==> config.mk <==
export PLATFORM = sky130hd
export DESIGN_NAME = disk_command_decoder
export DESIGN_NICKNAME = d
export VERILOG_FILES = /design/src/rtl/disk_cmd_pkg.sv /design/src/rtl/disk_command_decoder.sv
export VERILOG_INCLUDE_DIRS = /design/src /design/src/rtl
export SDC_FILE = /design/constraint.sdc
export NUM_CORES = 1
export LEC_CHECK = 0
export ABC_AREA = 0
export BUFFER_PORTS_ARGS = -buffer_cell sky130_fd_sc_hd__buf_2
export CORE_ASPECT_RATIO = 2
export CORE_MARGIN = 2
export CORE_UTILIZATION = 40
export DETAILED_ROUTE_END_ITERATION = 7
export HOLD_SLACK_MARGIN = 0.12
export PLACE_DENSITY_LB_ADDON = 0.1
export SYNTH_ARGS = -nofsm -noshare
export SYNTH_HDL_FRONTEND = slang
export SYNTH_SLANG_ARGS = --single-unit
export TNS_END_PERCENT = 5
==> constraint.sdc <==
create_clock -name clk -period 6.1 [get_ports clk]
set_input_delay 1.22 -clock clk [delete_from_list [all_inputs] [get_ports clk]]
set_output_delay 1.22 -clock clk [all_outputs]
set_load 0.02 [all_outputs]
==> src/rtl/disk_cmd_regs.svh <==
/*
  Command codes, status codes, field positions and timing counts of the
  disk command decoder. Assumes a 250 MHz clock.
*/
`ifndef DISK_CMD_REGS_SVH
`define DISK_CMD_REGS_SVH

// ----------------------------------------------------------------
// Opcodes in command byte 0
// ----------------------------------------------------------------
`define OP_TEST_READY 8'h00
`define OP_FMT_BAD 8'h07
`define OP_READ 8'h08
`define OP_VERIFY 8'h09
`define OP_WRITE 8'h0a
`define OP_SEEK 8'h0b
`define OP_INIT 8'h0c

// ----------------------------------------------------------------
// Status codes
// ----------------------------------------------------------------
`define ST_OK 8'h00
`define ST_SEEKING 8'h08
`define ST_NOT_INIT 8'h0a
`define ST_BAD_TRACK 8'h19
`define ST_BAD_CMD 8'h20
`define ST_BAD_ADDR 8'h21
`define ST_SEEK_TIMEOUT 8'h22

// ----------------------------------------------------------------
// Command block fields
// ----------------------------------------------------------------
`define CB_LEN 3'd6
`define PB_LEN 3'd7
`define UNIT_HI 6
`define UNIT_LO 5
`define TAPE_UNIT 2'd2
`define RETRY_BIT 7
`define ECC_BIT 6

// ----------------------------------------------------------------
// Parameter block fields
// ----------------------------------------------------------------
`define PB_SERVO_BIT 7
`define PB_HEADS_BYTE 2
`define PB_RATE_BYTE 7
`define HEADS_HS3 4'd8

// ----------------------------------------------------------------
// Timing
// ----------------------------------------------------------------
`define CLK_PERIOD_NS 4
`define SEEK_WAIT_S 2
`define SEEK_WAIT_CYCLES (`SEEK_WAIT_S * 1000000000 / `CLK_PERIOD_NS)
`define SECTORS_PER_TRACK 24'd32
`define STEP_3MS_NS 3000000
`define STEP_200US_NS 200000
`define STEP_70US_NS 70000
`define STEP_30US_NS 30000
`define STEP_15US_NS 15000
`define STEP_12US_NS 12000

`endif

==> src/rtl/disk_cmd_pkg.sv <==
/*
  Types of the disk command decoder: state enumeration and state record.
  Assumes disk_cmd_regs.svh supplies the numeric constants.
*/
package disk_cmd_pkg;

  typedef enum logic [3:0] {
    S_CMD, S_PARM, S_DECODE, S_WAIT_SEEK, S_DIV, S_ISSUE, S_ENGINE, S_STATUS
  } state_t;

  typedef struct packed {
    state_t st;
    logic [5:0][7:0] cbuf;
    logic [2:0] idx;
    logic [1:0][7:0][7:0] params;
    logic [1:0] init;
    logic [1:0] seeking;
    logic [1:0] verify_pend;
    logic [1:0] sk_sync1;
    logic [1:0] sk_sync2;
    logic [1:0] sk_sync3;
    logic [28:0] wait_cnt;
    logic [23:0] rem;
    logic [23:0] quo;
    logic [23:0] dvs;
    logic [4:0] bitn;
    logic pass;
    logic host_ready;
    logic busy;
    logic status_valid;
    logic [7:0] status_code;
    logic op_start;
    logic [7:0] op_kind;
    logic [1:0] op_drive;
    logic [23:0] op_lba;
    logic [8:0] op_count;
    logic op_retry;
    logic op_ecc;
    logic op_bad_flag;
    logic op_no_xfer;
    logic op_buf_clobber;
    logic op_servo_gap;
    logic op_verify_seek;
    logic [15:0] op_cyl;
    logic [3:0] op_head;
    logic seek_start;
    logic rwc_line;
    logic precomp_line;
    logic [19:0] step_cycles;
    logic [3:0] ecc_burst;
  } ctl_t;

endpackage : disk_cmd_pkg

==> src/rtl/disk_command_decoder.sv <==
/*
  Disk command decoder: takes six-byte command blocks from the host,
  checks them, translates logical sector addresses, and hands work to a
  disk engine and seek requests to the drives.
  Assumes host bytes and engine signals share clk; seek_complete comes
  from the drives and is synchronised here.
*/
// Summary of operation
// - Bad-track format writes ID bit 1 flag
// - Flagged track access returns error 19
// - Read: count byte 4, address bytes 1-3
// - Read count zero means 256 sectors
// - Read recovery: byte 5 retry, ECC bits
// - Verify reads without transfer, reports errors
// - Verify may overwrite the disk buffer
// - Write: count byte 4, address bytes 1-3
// - Write count zero means 256 sectors
// - Seek derives cylinder, head from address
// - Seek status returned immediately
// - Seek position checked at next access
// - Seek error status means not issued
// - Overlapped seeks on both drives allowed
// - Busy until seek done, two seconds maximum
// - Ready test during seek returns 08
// - Uninitialised drive access returns 0A
// - Tape needs drive 0 initialised
// - Eight-byte parameter block stored per drive
// - Sizes one-based, cylinder thresholds zero-based
// - Eight or more heads: line is head bit 3
// - Fewer heads: reduced current from threshold
// - Byte 2 servo/heads, byte 7 rate/burst
// - Step rate nibble decode table
// - Servo flag leaves gap when formatting
`include "disk_cmd_regs.svh"

module disk_command_decoder #(
  parameter logic [28:0] SEEK_WAIT_CYCLES = 29'(`SEEK_WAIT_CYCLES)
) (
  // Clock and reset
  input wire logic clk,
  input wire logic rstn,
  // Host byte stream
  input wire logic host_valid,
  input wire logic [7:0] host_byte,
  output logic host_ready,
  output logic busy,
  output logic status_valid,
  output logic [7:0] status_code,
  // Disk engine request
  output logic op_start,
  output logic [7:0] op_kind,
  output logic [1:0] op_drive,
  output logic [23:0] op_lba,
  output logic [8:0] op_count,
  output logic op_retry,
  output logic op_ecc,
  output logic op_bad_flag,
  output logic op_no_xfer,
  output logic op_buf_clobber,
  output logic op_servo_gap,
  output logic op_verify_seek,
  output logic [15:0] op_cyl,
  output logic [3:0] op_head,
  // Disk engine answer
  input wire logic engine_done,
  input wire logic engine_err,
  input wire logic [7:0] engine_err_code,
  input wire logic engine_bad_track,
  // Drive control
  output logic seek_start,
  input wire logic [1:0] seek_complete,
  output logic rwc_line,
  output logic precomp_line,
  output logic [19:0] step_cycles,
  output logic [3:0] ecc_burst
);

  disk_cmd_pkg::ctl_t q;
  disk_cmd_pkg::ctl_t d;

  // ----------------------------------------------------------------
  // Helpers
  // ----------------------------------------------------------------
  // One restoring division step: shifts in the next dividend bit
  function automatic logic [47:0] div_step(input logic [23:0] rem, input logic [23:0] quo,
                                           input logic [23:0] dvs);
    logic [24:0] r;
    logic [24:0] t;
    r = {rem, quo[23]};
    t = r - {1'b0, dvs};
    if (!t[24]) begin
      div_step = {t[23:0], quo[22:0], 1'b1};
    end else begin
      div_step = {r[23:0], quo[22:0], 1'b0};
    end
  endfunction : div_step

  // Step period in clock cycles for a rate nibble
  function automatic logic [19:0] step_decode(input logic [3:0] code);
    case (code)
      4'h4: step_decode = 20'(`STEP_200US_NS / `CLK_PERIOD_NS);
      4'h5: step_decode = 20'(`STEP_70US_NS / `CLK_PERIOD_NS);
      4'h6: step_decode = 20'(`STEP_30US_NS / `CLK_PERIOD_NS);
      4'h7: step_decode = 20'(`STEP_15US_NS / `CLK_PERIOD_NS);
      4'h8: step_decode = 20'(`STEP_12US_NS / `CLK_PERIOD_NS);
      default: step_decode = 20'(`STEP_3MS_NS / `CLK_PERIOD_NS);
    endcase
  endfunction : step_decode

  function automatic logic [15:0] word_at(input logic [7:0][7:0] p, input int hi);
    word_at = {p[hi], p[hi+1]};
  endfunction : word_at

  // ----------------------------------------------------------------
  // Decoded command fields
  // ----------------------------------------------------------------
  logic [7:0] opc;
  logic [1:0] unit;
  logic drv;
  logic [23:0] lba;
  logic [7:0][7:0] dp;
  logic [3:0] heads;
  logic [47:0] step_res;
  logic [1:0] sk_rise;

  assign opc = q.cbuf[0];
  assign unit = q.cbuf[1][`UNIT_HI:`UNIT_LO];
  assign drv = unit[0];
  assign lba = {4'h0, q.cbuf[1][3:0], q.cbuf[2], q.cbuf[3]};
  assign dp = q.params[drv];
  assign heads = dp[`PB_HEADS_BYTE][3:0];
  assign step_res = div_step(q.rem, q.quo, q.dvs);
  assign sk_rise = q.sk_sync2 & ~q.sk_sync3;

  // ----------------------------------------------------------------
  // Next state
  // ----------------------------------------------------------------
  always_comb begin
    d = q;
    d.status_valid = 1'b0;
    d.op_start = 1'b0;
    d.seek_start = 1'b0;
    d.sk_sync1 = seek_complete;
    d.sk_sync2 = q.sk_sync1;
    d.sk_sync3 = q.sk_sync2;
    for (int i = 0; i < 2; i++) begin
      if (sk_rise[i]) begin
        d.seeking[i] = 1'b0;
      end
    end
    case (q.st)
      disk_cmd_pkg::S_CMD: begin
        if (host_valid && q.host_ready) begin
          d.cbuf[q.idx] = host_byte;
          d.idx = q.idx + 3'd1;
          if (q.idx == `CB_LEN - 3'd1) begin
            d.idx = 3'd0;
            d.host_ready = 1'b0;
            d.busy = 1'b1;
            d.st = disk_cmd_pkg::S_DECODE;
          end
        end
      end
      disk_cmd_pkg::S_PARM: begin
        if (host_valid && q.host_ready) begin
          d.params[drv][q.idx] = host_byte;
          d.idx = q.idx + 3'd1;
          if (q.idx == `PB_LEN) begin
            d.idx = 3'd0;
            d.host_ready = 1'b0;
            d.init[drv] = 1'b1;
            d.status_code = `ST_OK;
            d.st = disk_cmd_pkg::S_STATUS;
          end
        end
      end
      disk_cmd_pkg::S_DECODE: begin
        d.st = disk_cmd_pkg::S_STATUS;
        if (unit == `TAPE_UNIT && opc == `OP_TEST_READY) begin
          d.status_code = q.init[0] ? `ST_OK : `ST_NOT_INIT;
        end else if (unit[1]) begin
          d.status_code = `ST_BAD_CMD;
        end else if (opc == `OP_INIT) begin
          d.host_ready = 1'b1;
          d.st = disk_cmd_pkg::S_PARM;
        end else if (opc != `OP_TEST_READY && opc != `OP_FMT_BAD && opc != `OP_READ &&
                     opc != `OP_VERIFY && opc != `OP_WRITE && opc != `OP_SEEK) begin
          d.status_code = `ST_BAD_CMD;
        end else if (!q.init[drv]) begin
          d.status_code = `ST_NOT_INIT;
        end else if (opc == `OP_TEST_READY) begin
          d.status_code = q.seeking[drv] ? `ST_SEEKING : `ST_OK;
        end else if (q.seeking[drv]) begin
          d.wait_cnt = '0;
          d.st = disk_cmd_pkg::S_WAIT_SEEK;
        end else begin
          d.rem = '0;
          d.quo = lba;
          d.dvs = `SECTORS_PER_TRACK;
          d.bitn = '0;
          d.pass = 1'b0;
          d.st = disk_cmd_pkg::S_DIV;
        end
      end
      disk_cmd_pkg::S_WAIT_SEEK: begin
        d.wait_cnt = q.wait_cnt + 29'd1;
        if (!q.seeking[drv]) begin
          d.rem = '0;
          d.quo = lba;
          d.dvs = `SECTORS_PER_TRACK;
          d.bitn = '0;
          d.pass = 1'b0;
          d.st = disk_cmd_pkg::S_DIV;
        end else if (q.wait_cnt == SEEK_WAIT_CYCLES - 29'd1) begin
          d.status_code = `ST_SEEK_TIMEOUT;
          d.st = disk_cmd_pkg::S_STATUS;
        end
      end
      disk_cmd_pkg::S_DIV: begin
        // Pass 0: track = lba / spt; pass 1: cyl = track / heads, head = rem
        d.rem = step_res[47:24];
        d.quo = step_res[23:0];
        d.bitn = q.bitn + 5'd1;
        if (q.bitn == 5'd23) begin
          d.bitn = '0;
          if (!q.pass) begin
            d.pass = 1'b1;
            d.rem = '0;
            d.dvs = {20'h00000, heads};
          end else begin
            d.op_cyl = step_res[15:0];
            d.op_head = step_res[27:24];
            d.st = disk_cmd_pkg::S_ISSUE;
          end
        end
      end
      disk_cmd_pkg::S_ISSUE: begin
        d.op_drive = unit;
        d.op_lba = lba;
        d.op_kind = opc;
        d.op_count = (q.cbuf[4] == 8'h00) ? 9'h100 : {1'b0, q.cbuf[4]};
        d.op_retry = q.cbuf[5][`RETRY_BIT];
        d.op_ecc = (opc == `OP_READ || opc == `OP_VERIFY) && q.cbuf[5][`ECC_BIT];
        d.op_bad_flag = (opc == `OP_FMT_BAD);
        d.op_no_xfer = (opc == `OP_VERIFY);
        d.op_buf_clobber = (opc == `OP_VERIFY);
        d.op_servo_gap = (opc == `OP_FMT_BAD) && dp[`PB_HEADS_BYTE][`PB_SERVO_BIT];
        d.op_verify_seek = q.verify_pend[drv];
        d.step_cycles = step_decode(dp[`PB_RATE_BYTE][7:4]);
        d.ecc_burst = dp[`PB_RATE_BYTE][3:0];
        // Limits one-based, thresholds zero-based
        if (heads >= `HEADS_HS3) begin
          d.rwc_line = q.op_head[3];
        end else begin
          d.rwc_line = q.op_cyl >= word_at(dp, 3);
        end
        d.precomp_line = q.op_cyl >= {1'b0, dp[5][6:0], dp[6]};
        d.st = disk_cmd_pkg::S_STATUS;
        if (heads == 4'h0 || q.op_cyl >= word_at(dp, 0) || q.quo[23:16] != 8'h00) begin
          d.status_code = `ST_BAD_ADDR;
        end else if (opc == `OP_SEEK) begin
          d.seek_start = 1'b1;
          d.seeking[drv] = 1'b1;
          d.verify_pend[drv] = 1'b1;
          d.status_code = `ST_OK;
        end else begin
          d.op_start = 1'b1;
          if (opc == `OP_READ || opc == `OP_WRITE || opc == `OP_VERIFY) begin
            d.verify_pend[drv] = 1'b0;
          end
          d.st = disk_cmd_pkg::S_ENGINE;
        end
      end
      disk_cmd_pkg::S_ENGINE: begin
        if (engine_done) begin
          if (engine_bad_track) begin
            d.status_code = `ST_BAD_TRACK;
          end else if (engine_err) begin
            d.status_code = engine_err_code;
          end else begin
            d.status_code = `ST_OK;
          end
          d.st = disk_cmd_pkg::S_STATUS;
        end
      end
      disk_cmd_pkg::S_STATUS: begin
        d.status_valid = 1'b1;
        d.busy = 1'b0;
        d.host_ready = 1'b1;
        d.st = disk_cmd_pkg::S_CMD;
      end
      default: begin
        d.st = disk_cmd_pkg::S_CMD;
      end
    endcase
  end

  // ----------------------------------------------------------------
  // State register
  // ----------------------------------------------------------------
  always_ff @(posedge clk) begin
    if (!rstn) begin
      q <= '0;
      q.st <= disk_cmd_pkg::S_CMD;
      q.host_ready <= 1'b1;
      q.step_cycles <= 20'(`STEP_3MS_NS / `CLK_PERIOD_NS);
    end else begin
      q <= d;
    end
  end

  // ----------------------------------------------------------------
  // Outputs
  // ----------------------------------------------------------------
  assign host_ready = q.host_ready;
  assign busy = q.busy;
  assign status_valid = q.status_valid;
  assign status_code = q.status_code;
  assign op_start = q.op_start;
  assign op_kind = q.op_kind;
  assign op_drive = q.op_drive;
  assign op_lba = q.op_lba;
  assign op_count = q.op_count;
  assign op_retry = q.op_retry;
  assign op_ecc = q.op_ecc;
  assign op_bad_flag = q.op_bad_flag;
  assign op_no_xfer = q.op_no_xfer;
  assign op_buf_clobber = q.op_buf_clobber;
  assign op_servo_gap = q.op_servo_gap;
  assign op_verify_seek = q.op_verify_seek;
  assign op_cyl = q.op_cyl;
  assign op_head = q.op_head;
  assign seek_start = q.seek_start;
  assign rwc_line = q.rwc_line;
  assign precomp_line = q.precomp_line;
  assign step_cycles = q.step_cycles;
  assign ecc_burst = q.ecc_burst;

endmodule : disk_command_decoder

# Word level (Yosys, flattened, before mapping)
# Cells that the tools add are included.
# totals
ff_bits,406
in_bits,24
elab_cells,267
# op_classes
addsub,4
n_lt_le_gt_ge,8
eq_ne,50
muxes,93
bitwise_logic,10
n_reduce_logical,44
# op_table
operator,n
2-to-1 mux 107 bit,4
one-hot mux 78 bit (3 select lines),1
2-to-1 mux 108 bit,2
2-to-1 mux 64 bit,3
2-to-1 mux 133 bit,1
bitwise mux 128 bit,1
2-to-1 mux 8 bit,16
one-hot mux 20 bit (5 select lines),1
2-to-1 mux 78 bit,1
2-to-1 mux 24 bit,3
2-to-1 mux 4 bit,18
demux 64 bit (select 1 bit),1
one-hot mux 29 bit (2 select lines),1
2-to-1 mux 55 bit,1
bitwise mux 48 bit,1
2-to-1 mux 48 bit,1
"== test 8 x 4 -> 1 bit, second input constant",5
one-hot mux 8 bit (5 select lines),1
"!= test 2 bit, second input constant",18
"== test 4 x 3 -> 1 bit, second input constant",8
>= comparator 16 bit,2
"!= test 8 x 4 -> 1 bit, second input constant",4
AND reduction 8 bit,4
2-to-1 mux 30 bit,1
other kinds (51),110

# Logic depth before layout (Yosys ltp)
# Gate-level depths: netlist of the first run.
# depth
ltp_word,11
depth_mapped,14
depth_no_buf,11

# Worst setup path before layout of the first run
# No wires, ideal clock.
# synth_path
path_kind,register to register
start,"register q, in the netlist drv"
end,"register q, in the netlist status_code[1]"
setup_time_ps,130
t_arrival_ps,3859
slack_ps,2111
stages_incl_launch_ff,13
path_buffers,5
period_less_slack_ps,3989
cell_sequence,dfxtp_1 buf_6 clkbuf_1 buf_1 buf_1 mux2i_1 ha_1 a2111o_1 a31o_2 a211oi_1 a211o_1 clkbuf_1 o21ai_0
# synth_via
elab_chain_cells,8
elab_cells_between_ends,24
cone_classes,order compare: 1; eq/ne: 5; mux: 13; reduce/logical: 5
# synth_rtl
item,line,text
start: declaration,disk_command_decoder.sv:78,disk_cmd_pkg::ctl_t q;
branches (longest 8 deep; another with >= comparator 16 bit),n/a,
# Parallel ways; which one is timed is not known. The select of a mux whose other input is x is not followed.
# A chain may end at the register's enable or synchronous reset.

# Final worst setup path of the first run
# layout_path
start,"register q, in the netlist drv"
end,"register q, in the netlist status_code[0]"
# The elaborated chain is that of the path after synthesis.

==> flow_summary.json, run 1 <==
{
  "syn_area_um2": 17700,
  "start_util_pct": 40.4,
  "io_buffer_count": 126,
  "worstMarginPinSlew_ns": 1.05,
  "max_cap_viol_count": 0,
  "clock_skew_ns": 0.0250,
  "ys.flop_type": "dfxtp_1",
  "io_pins": 133,
  "die_w_um": 153,
  "cts_resized": 0,
  "wl_met2_um": 23200,
  "synth_seq_cells": 363,
  "root_buffer": "clkbuf_16",
  "gp_congestion": 0.794,
  "antenna_found_initial": 2,
  "first_global_vias": 12700,
  "antenna_left": 0,
  "timing.final.hold_violations": 0,
  "critPathRequiredTime_ns": 6.52,
  "p_leak_nw": 7.37,
  "yosys.area_share.simple_pct": 20.2,
  "cts_sinks": 363,
  "drt-initial-drc-count": 625,
  "powerDensity_nw_per_um2": 255,
  "synth.area.mux_share_pct": 11.8,
  "n_antenna_cell": 0,
  "grt_overflow_total": 0,
  "die-area_um2": 46100,
  "fp-row-count": 109,
  "hpwlAfterDp_um": 31800,
  "synth_edf_count": 0,
  "wl_um": 47800,
  "cts_tree": "done",
  "clkTransAtPathRegs_ns": 0.06,
  "synth.most_common_cell": "dfxtp_1",
  "finalMaxSlewViolations": 0,
  "synth-xor-area-share_pct": 2.46,
  "postCtsSetupBuffers": 0,
  "netlist_instances": 1983,
  "netlist.area_leader.share_pct": 41.0,
  "cts_buffer_depth": 3,
  "synth_compound_area_share_pct": 12.9,
  "avgViaCountPerCell": 5.17,
  "vias": 13100,
  "nets": 2033,
  "async_flop_share_pct": 0,
  "critPathKind": "reg2reg",
  "timing.final.crit_share_pct": 58.5,
  "netlist_top_cells_area": "dfxtp_1 41%, mux2i_1 12%, nand2_1 5.9%",
  "final_design_area_no_fill_um2": 19200,
  "synthAdderAreaFrac_pct": 4.14,
  "dp_slack_ns": 2.19,
  "ys_seq_area_share_pct": 41.0,
  "startpoint_type": "flop",
  "cts_htree_levels": 2,
  "fin_ws_ns": 2.53,
  "gr-usage-all-layers_pct": 20.3,
  "yosysWarnings": 0,
  "grt_start_max_net_pins": 121,
  "synthTopCellsByCount": "363 x dfxtp_1, 277 x nand2_1, 204 x mux2i_1",
  "insertion_delay_ns": 0.53,
  "cts_inserted_buffers": 36,
  "rsz0062_at_grt": "false",
  "max_freq_mhz": 280,
  "cp.arrival_ns": 3.99,
  "die_h_um": 302,
  "crit_path_end_kind": "flop",
  "tns_ns": 0,
  "core-area_um2": 43900,
  "place_area_um2": 18000,
  "hold_buffers": 0,
  "synth_top_cell_by_area": "dfxtp_1",
  "dr.pass1.iters": 5,
  "hp-class": "reg2reg",
  "drc": 0,
  "synth_top_family_by_area": "simple AND/OR/NAND/NOR gates",
  "ys_types": 75,
  "relSlewSlack_pct": 30.0,
  "dr.max_layer_used": "met5",
  "grt_pass1_wl_um": 74600,
  "postLayoutCoreUtil_pct": 43.8,
  "area_growth_pct": 8.48,
  "setup-violations-final": 0,
  "irDropWorstVdd_v": 0.000178,
  "crit_fanout": 38,
  "m1WireLength_um": 21900,
  "wl_met3_um": 1470,
  "fin_crit_ns": 3.57,
  "post_synth.cell_area_avg_um2": 8.94,
  "wl_per_cell_um": 18.9,
  "outcome": "finished, final reports clean",
  "drive_gt1_share_pct": 11.8
}
[layer usage]
| layer | vias up | GRT usage (%) |
|---|---|---|
| met3 | 69 | 2.39 |
| li1 | 6663 | - |
| met1 | 6147 | 26.5 |
| met4 | 4 | 5.71 |
| met2 | 203 | 35.5 |
| met5 | - | 0 |
[registers in the layout (all words and copies together), names as in the netlist, 2 cells and up]
name,flops
q,233
lba,20
op_lba,20
op_cyl,16
step_cycles,13
op_count,9
op_kind,8
opc,8
status_code,8
d,4
ecc_burst,4
op_head,4
op_drive,2
[kinds of logic after synthesis]
logic type | count (synthesis)
AND/OR/NAND/NOR | 719
flip-flops | 363
AO/OA/AOI/OAI | 340
buffers and inverters | 244
multiplexers | 209
adder cells (fa/ha/maj) | 58
XOR/XNOR | 49
other | 1
[area by class of cell]
type	instances	area (µm²)
clock buffers	54	1080
repair buffers	147	797
flip-flops and latches	363	7270
fillers	4414	24700
inverters	22	82.6
clock inverters	8	119
multi-input cells	1381	9180
well taps	555	694
[cell usage in the layout (no fill, tap or decap), types with 7 or more instances in the layout]
| cell type | Yosys | layout |
|---|---|---|
| nor2b_1 | 138 | 138 |
| nor4_1 | 18 | 18 |
| buf_2 | 2 | 125 |
| nor3b_1 | 8 | 8 |
| nor3_2 | 6 | 7 |
| nor3_1 | 19 | 18 |
| xor2_1 | 27 | 27 |
| buf_4 | 97 | 21 |
| nand2b_1 | 12 | 12 |
| clkbuf_1 | 106 | 8 |
| or3_1 | 12 | 12 |
| mux2i_1 | 204 | 204 |
| o21ai_0 | 85 | 85 |
| clkbuf_8 | 1 | 10 |
| and2_1 | 18 | 17 |
| ha_1 | 57 | 57 |
| o211ai_1 | 10 | 10 |
| and3_1 | 10 | 10 |
| nand2_1 | 277 | 276 |
| nand4_1 | 21 | 21 |
| clkbuf_16 | 0 | 37 |
| nand3_1 | 74 | 74 |
| nor2_1 | 78 | 77 |
| inv_1 | 21 | 21 |
| o211a_1 | 9 | 9 |
| xnor2_1 | 21 | 21 |
| dfxtp_1 | 363 | 362 |
| a21boi_0 | 110 | 110 |
| a21oi_1 | 63 | 63 |
| a21o_1 | 12 | 12 |
[critical path, cell delays in order (launching register included)]
cell and delay (ns):
dfxtp_4 0.55, buf_4 0.62, mux2i_1 0.26, ha_1 0.26, a21o_1 0.16, a21oi_1 0.18
o2111ai_1 0.16, a211oi_1 0.30, buf_4 0.22, a211o_1 0.43, mux2i_1 0.23, nor2b_1 0.06
[metrics by stage]
step,cells,power [mW],hold WS (ns)
2_1_floorplan,1988,2.60,0.412
3_3_place_gp,2468,2.66,0.423
3_5_place_dp,2468,2.66,0.419
4_1_cts,2530,4.99,0.444
5_1_grt,2530,5.09,0.454
6_report,2530,4.91,0.440
[final timing paths]
path	start	to	slack, ns	cells after the start
worst min register to register	d[219]	d[217]	0.44	1
worst max-delay path	drv	status_code[0]	2.53	11
worst max register to register	drv	status_code[0]	2.53	11
worst min-delay path	d[219]	d[217]	0.44	1
[report_power, final]
| part | switching (mW) | internal (mW) | leakage (nW) | total [mW] |
|---|---|---|---|---|
| clock | 0.951 | 1.35 | 0.589 | 2.30 |
| sequential | 0.0175 | 2.38 | 2.93 | 2.40 |
| combinational | 0.137 | 0.0704 | 3.85 | 0.207 |
| total | 1.11 | 3.80 | 7.37 | 4.91 |
(Power assumes the default switching activity.)
==> run 2: changes to the inputs <==
--- a/config.mk
+++ b/config.mk
@@ -6,7 +6,7 @@
 export SDC_FILE = /design/constraint.sdc
 export NUM_CORES = 1
 export LEC_CHECK = 0
-export ABC_AREA = 0
+export ABC_AREA = 1
 export BUFFER_PORTS_ARGS = -buffer_cell sky130_fd_sc_hd__buf_2
 export CORE_ASPECT_RATIO = 2
 export CORE_MARGIN = 2
==> constraint.sdc (replaced) <==
create_clock -name clk -period 3 [get_ports clk]
set_input_delay 0.6 -clock clk [delete_from_list [all_inputs] [get_ports clk]]
set_output_delay 0.6 -clock clk [all_outputs]
set_load 0.02 [all_outputs]
==> flow_summary.json, run 2 <==
{
  "outcome": "finished, final reports clean",
  "startpoint_type": "flop",
  "core-area_um2": 43200,
  "fin_crit_ns": 2.79,
  "netlist.area_leader.share_pct": 41.5,
  "yosysWarnings": 0,
  "gr-usage-all-layers_pct": 24.5,
  "final_cell_mix": "362 x nand2_1, 362 x dfxtp_1, 322 x a21oi_1",
  "die-area_um2": 45500,
  "largest_reg_flops": 233,
  "start_util_pct": 40.5,
  "synth.most_common_cell": "dfxtp_1",
  "hpwlAfterDp_um": 42300,
  "syn_area_um2": 17500,
  "ys_types": 51,
  "die_w_um": 152,
  "tns_ns": 0,
  "whs_path_depth": 3,
  "p_leak_nw": 7.95,
  "cts_buffer_depth": 3,
  "async_flop_share_pct": 0,
  "r2r-end": "q[186]",
  "wl_um": 57500,
  "finalMaxSlewViolations": 0,
  "crit_fanout": 20,
  "reg2reg_from": "q[162]",
  "insertion_delay_ns": 0.55,
  "cts_inserted_buffers": 36,
  "postLayoutCoreUtil_pct": 44.7,
  "cts_resized": 0,
  "drt-initial-drc-count": 945,
  "largest_register": "q",
  "ys_seq_area_share_pct": 41.5,
  "synth_seq_cells": 363,
  "worstMarginPinSlew_ns": 0.790,
  "cts_tree": "done",
  "fillers": 4425,
  "irDropWorstVdd_v": 0.000636,
  "clkTransAtPathRegs_ns": 0.06,
  "io_buffer_count": 126,
  "die_h_um": 300,
  "cts_sinks": 363,
  "root_buffer": "clkbuf_16",
  "wl_per_cell_um": 19.6,
  "post_synth.cell_area_avg_um2": 7.46,
  "fp-row-count": 108,
  "first_global_vias": 14900,
  "r2r_slack_ns": 0.21,
  "gp_congestion": 0.967,
  "cts_htree_levels": 2,
  "r2r_cells": 15,
  "rsz0062_at_grt": "false",
  "max_freq_mhz": 359,
  "hp-class": "in2reg",
  "powerDensity_nw_per_um2": 860,
  "min-delay-start": "seek_complete[0]",
  "critPathRequiredTime_ns": 3.46,
  "netlist_top_cells_area": "dfxtp_1 42%, a21oi_1 9.2%, o21ai_0 8.8%",
  "crit_path_end_kind": "flop",
  "antenna_left": 0,
  "grt_start_max_net_pins": 147,
  "netlist_instances": 2346,
  "setup-violations-final": 0,
  "area_growth_pct": 10.6,
  "grt_overflow_total": 0,
  "relSlewSlack_pct": 46.9,
  "synth_top_cell_by_area": "dfxtp_1",
  "clock_skew_ns": 0.0250,
  "dr.pass1.iters": 5,
  "synthTopCellsByCount": "363 x dfxtp_1, 362 x nand2_1, 322 x a21oi_1",
  "postCtsSetupBuffers": 0,
  "drc": 0,
  "hold_buffers": 0,
  "io_pins": 133,
  "synth_edf_count": 0,
  "grt_pass1_wl_um": 87300,
  "avgViaCountPerCell": 5.29,
  "cp.arrival_ns": 3.25,
  "ys.flop_type": "dfxtp_1",
  "max_cap_viol_count": 0,
  "whs_ns": 0.376,
  "startpoint": "q[162]",
  "antenna_found_initial": 0,
  "drive_gt1_share_pct": 13.5,
  "dp_slack_ns": 0.247,
  "vias": 15500,
  "timing.final.hold_violations": 0,
  "nets": 2438,
  "fin_ws_ns": 0.215,
  "timing.final.crit_share_pct": 92.8,
  "critPathKind": "reg2reg",
  "hold-path-endpoint": "d[218]"
}
-- run 2: cell types whose count changed after synthesis, moves of 32 or more --
cell,before,now
clkbuf_1,106,74
nand2_1,277,362
inv_1,21,155
buf_2,2,34
o21ai_0,85,308
nor2_1,78,203
a21boi_0,110,1
mux2i_1,204,45
a21oi_1,63,322
nor2b_1,138,0
-- run 2: layer usage --
| metal | wire length (µm) | global-route usage, % |
|---|---|---|
| met1 | 20800 | 24.7 |
| met2 | 32000 | 49.2 |
| met3 | 1770 | 2.48 |
| met4 | 2890 | 11.8 |
| met5 | 0 | 0 |
-- run 2: power by group --
part | internal [mW] | switching [mW]
Sequential | 5.19 | 0.331
Combinational | 1.91 | 4.36
Clock | 2.84 | 2.02
-- run 2: kinds of logic (layout without fill, tap and decap cells) --
group           Yosys count  after routing  synth area share [%]
mux                      45             45                  2.58
other cells               1              7                0.0214
fa+ha+maj                58             58                  4.19
flops                   363            363                  41.5
compound gates          687            687                  20.3
xor+xnor                 12             12                 0.601
buf+inv                 393            423                  10.9
simple gates            787            787                  19.9
-- run 2: worst max-delay path, stage by stage, from the launching register on --
cell and delay (ns):
dfxtp_1 0.34, inv_1 0.06, ha_1 0.13, inv_1 0.05, fa_1 0.45, nand3_1 0.12, nand2_1 0.11, nand2_1 0.08
nand3_1 0.12, o21ai_1 0.18, nand2_2 0.28, inv_2 0.39, nand3_1 0.12, nand2_1 0.08, nand3_1 0.07, a21oi_1 0.13
-- run 2: worst max-delay path by stage --
| stage | endpoint | cells after the start |
|---|---|---|
| 3_3_place_gp | op_head[1] | 16 |
| 3_5_place_dp | q[168] | 14 |
| 2_1_floorplan | status_code[0] | 19 |
| 5_1_grt | q[168] | 14 |
| 4_1_cts | q[168] | 14 |
| 6_report | q[186] | 15 |
-- run 2: layout make-up --
type                       count  area [µm²]  area share (%)
multi-input combinational   1595        8340            43.1
clock buffer                  50        1070            5.51
inverter                     176         661            3.41
timing repair buffer         184        1130            5.87
sequential                   363        7270            37.6
clock inverter                13         186           0.964
antenna                        1        2.50          0.0129
tap                          550         688            3.56
-- run 2: per-stage QoR --
stage	power, mW	instance area [µm²]	std cells
after detailed placement	11.8	18100	2868
after floorplan	10.1	17500	2351
after global placement	11.8	18100	2868
final	16.6	19300	2932
after global routing	17.6	19300	2931
after CTS	16.7	19300	2931
==> run 3: changes to the inputs <==
--- a/config.mk
+++ b/config.mk
@@ -10,8 +10,9 @@
 export BUFFER_PORTS_ARGS = -buffer_cell sky130_fd_sc_hd__buf_2
 export CORE_ASPECT_RATIO = 2
 export CORE_MARGIN = 2
-export CORE_UTILIZATION = 40
+export CORE_UTILIZATION = 61
 export DETAILED_ROUTE_END_ITERATION = 7
+export GPL_TIMING_DRIVEN = 0
 export HOLD_SLACK_MARGIN = 0.12
 export PLACE_DENSITY_LB_ADDON = 0.1
 export SYNTH_ARGS = -nofsm -noshare
==> constraint.sdc (replaced) <==
create_clock -name clk -period 2.95 [get_ports clk]
set_input_delay 0.59 -clock clk [delete_from_list [all_inputs] [get_ports clk]]
set_output_delay 0.59 -clock clk [all_outputs]
set_load 0.02 [all_outputs]
==> flow_summary.json, run 3 (synthesis gave the netlist of run 2 again) <==
{
  "wl_per_cell_um": 19.9,
  "hold_buffers": 0,
  "tns_ns": 0,
  "largest_reg_flops": 233,
  "antenna_found_initial": 0,
  "final_design_area_no_fill_um2": 19800,
  "critPathKind": "reg2reg",
  "cp.arrival_ns": 3.32,
  "finalMaxSlewViolations": 0,
  "final_common_cell": "dfxtp_1",
  "regArea_um2": 7270,
  "r2r_slack_ns": 0.08,
  "hpwlAfterDp_um": 43200,
  "avgViaCountPerCell": 5.90,
  "crit_fanout": 19,
  "outcome": "finished, final reports clean",
  "setup-violations-final": 0,
  "root_buffer": "clkbuf_16",
  "fp-row-count": 87,
  "n_antenna_cell": 0,
  "timing.final.hold_violations": 0,
  "drive_gt1_share_pct": 15.9,
  "whs_path_depth": 3,
  "grt_pass1_wl_um": 86800,
  "max_cap_viol_count": 0,
  "whs_ns": 0.247,
  "die_w_um": 124,
  "path_cells": "buf_12 -> buf_6 -> mux2i_1 -> ha_1 -> nand2_1 -> inv_1 -> o21a_1 -> o21a_1 -> nor2_2 -> nand2_1 -> nor2_2 -> nand3b_1 -> a21oi_1",
  "nets": 2595,
  "antenna_left": 0,
  "wl_um": 57600,
  "first_global_vias": 16500,
  "largest_register": "q",
  "dp_cells": 2832,
  "hold-path-endpoint": "d[218]",
  "die_h_um": 243,
  "cpPeakStageDelay_ns": 0.42,
  "hp-class": "in2reg",
  "clkTransAtPathRegs_ns": 0.07,
  "postLayoutCoreUtil_pct": 70.4,
  "fin_ws_ns": 0.0818,
  "startpoint_type": "flop",
  "io_pins": 133,
  "cts_htree_levels": 2,
  "timing.final.crit_share_pct": 97.2,
  "dp_slack_ns": -1.29,
  "powerDensity_nw_per_um2": 845,
  "max_freq_mhz": 349,
  "fin_crit_ns": 2.87,
  "gp_congestion": 1.02,
  "critPathRequiredTime_ns": 3.41,
  "relSlewSlack_pct": 25.4,
  "crit_path_end_kind": "flop",
  "cts_tree": "done",
  "drc": 0,
  "multiInputGateArea_um2": 8350,
  "instances_no_fill": 2892,
  "p_leak_nw": 8.43,
  "dr.pass1.iters": 6,
  "grt_start_max_net_pins": 20,
  "r2r-end": "q[223]",
  "worstMarginPinSlew_ns": 1.11,
  "cts_buffer_depth": 3,
  "die-area_um2": 30100,
  "fillers": 2420,
  "reg2reg_from": "drv",
  "drt-initial-drc-count": 1310,
  "grt_overflow_total": 0,
  "insertion_delay_ns": 0.54,
  "start_util_pct": 62.0,
  "place_area_um2": 18600,
  "min-delay-start": "seek_complete[0]",
  "rsz0062_at_grt": "false",
  "area_growth_pct": 13.4,
  "io_buffer_count": 125,
  "vias": 17100,
  "crit_path_top_delay_cell": "dfxtp_2",
  "final_cell_mix": "362 x dfxtp_1, 361 x nand2_1, 322 x a21oi_1",
  "cts_inserted_buffers": 34,
  "cts_sinks": 363,
  "p_total_mw": 16.8,
  "r2r_cells": 13,
  "clock_skew_ns": 0.0344,
  "core-area_um2": 28200,
  "irDropWorstVdd_v": 0.000724,
  "gr-usage-all-layers_pct": 37.7
}
==> run 3: report_power, final <==
group,internal (mW),switching [mW],leakage (nW)
Sequential,5.28,0.319,2.93
Clock,2.74,1.97,0.573
Combinational,2.04,4.42,4.92
Total,10.1,6.71,8.43
==> run 3: worst max path at each step <==
stage | depth (start not counted) | start | slack [ns] | end
finish | 13 | drv | 0.08 | q[223]
global route | 14 | drv | 0.006 | status_code[7]
CTS | 18 | drv | 0.09 | status_code[7]
detailed placement | 11 | drv | -1.29 | precomp_line
global placement | 11 | drv | -1.28 | precomp_line
floorplan | 19 | drv | 0.21 | status_code[0]
==> run 3: area by class of cell <==
| type | count | share of cell area (%) |
|---|---|---|
| inverter | 176 | 3.33 |
| tap | 356 | 2.25 |
| buffer | 215 | 6.50 |
| multi-input combinational | 1595 | 42.1 |
| clock inverter | 11 | 0.864 |
| sequential | 363 | 36.6 |
| timing repair buffer | 128 | 3.27 |
| clock buffer | 48 | 5.06 |
==> run 3: what timing repair did <==
action	CTS	global route
setup endpoints to repair	17	11
pin swaps	1	1
gates cloned	0	0
buffers inserted	0	3
resized for setup	19	5
==> run 3: per-layer routing <==
layer  GRT usage (%)  vias up  part of all wire, %
met5               0        -                    0
met4            31.0        0                  9.5
met3            6.02      313                  6.1
met2            68.6      791                   52
met1            35.5     7858                   33
li1                -     8091                    -
==> run 3: worst max-delay path, delay by kind of cell, from the launching register on <==
kind | cells | cell delay, ns
and+or+nand+nor | 5 | 0.85
DFF | 1 | 0.42
muxes | 1 | 0.25
AOI/OAI and AO/OA | 3 | 0.54
adders and majority gates | 1 | 0.27
buffers and inverters | 3 | 0.45
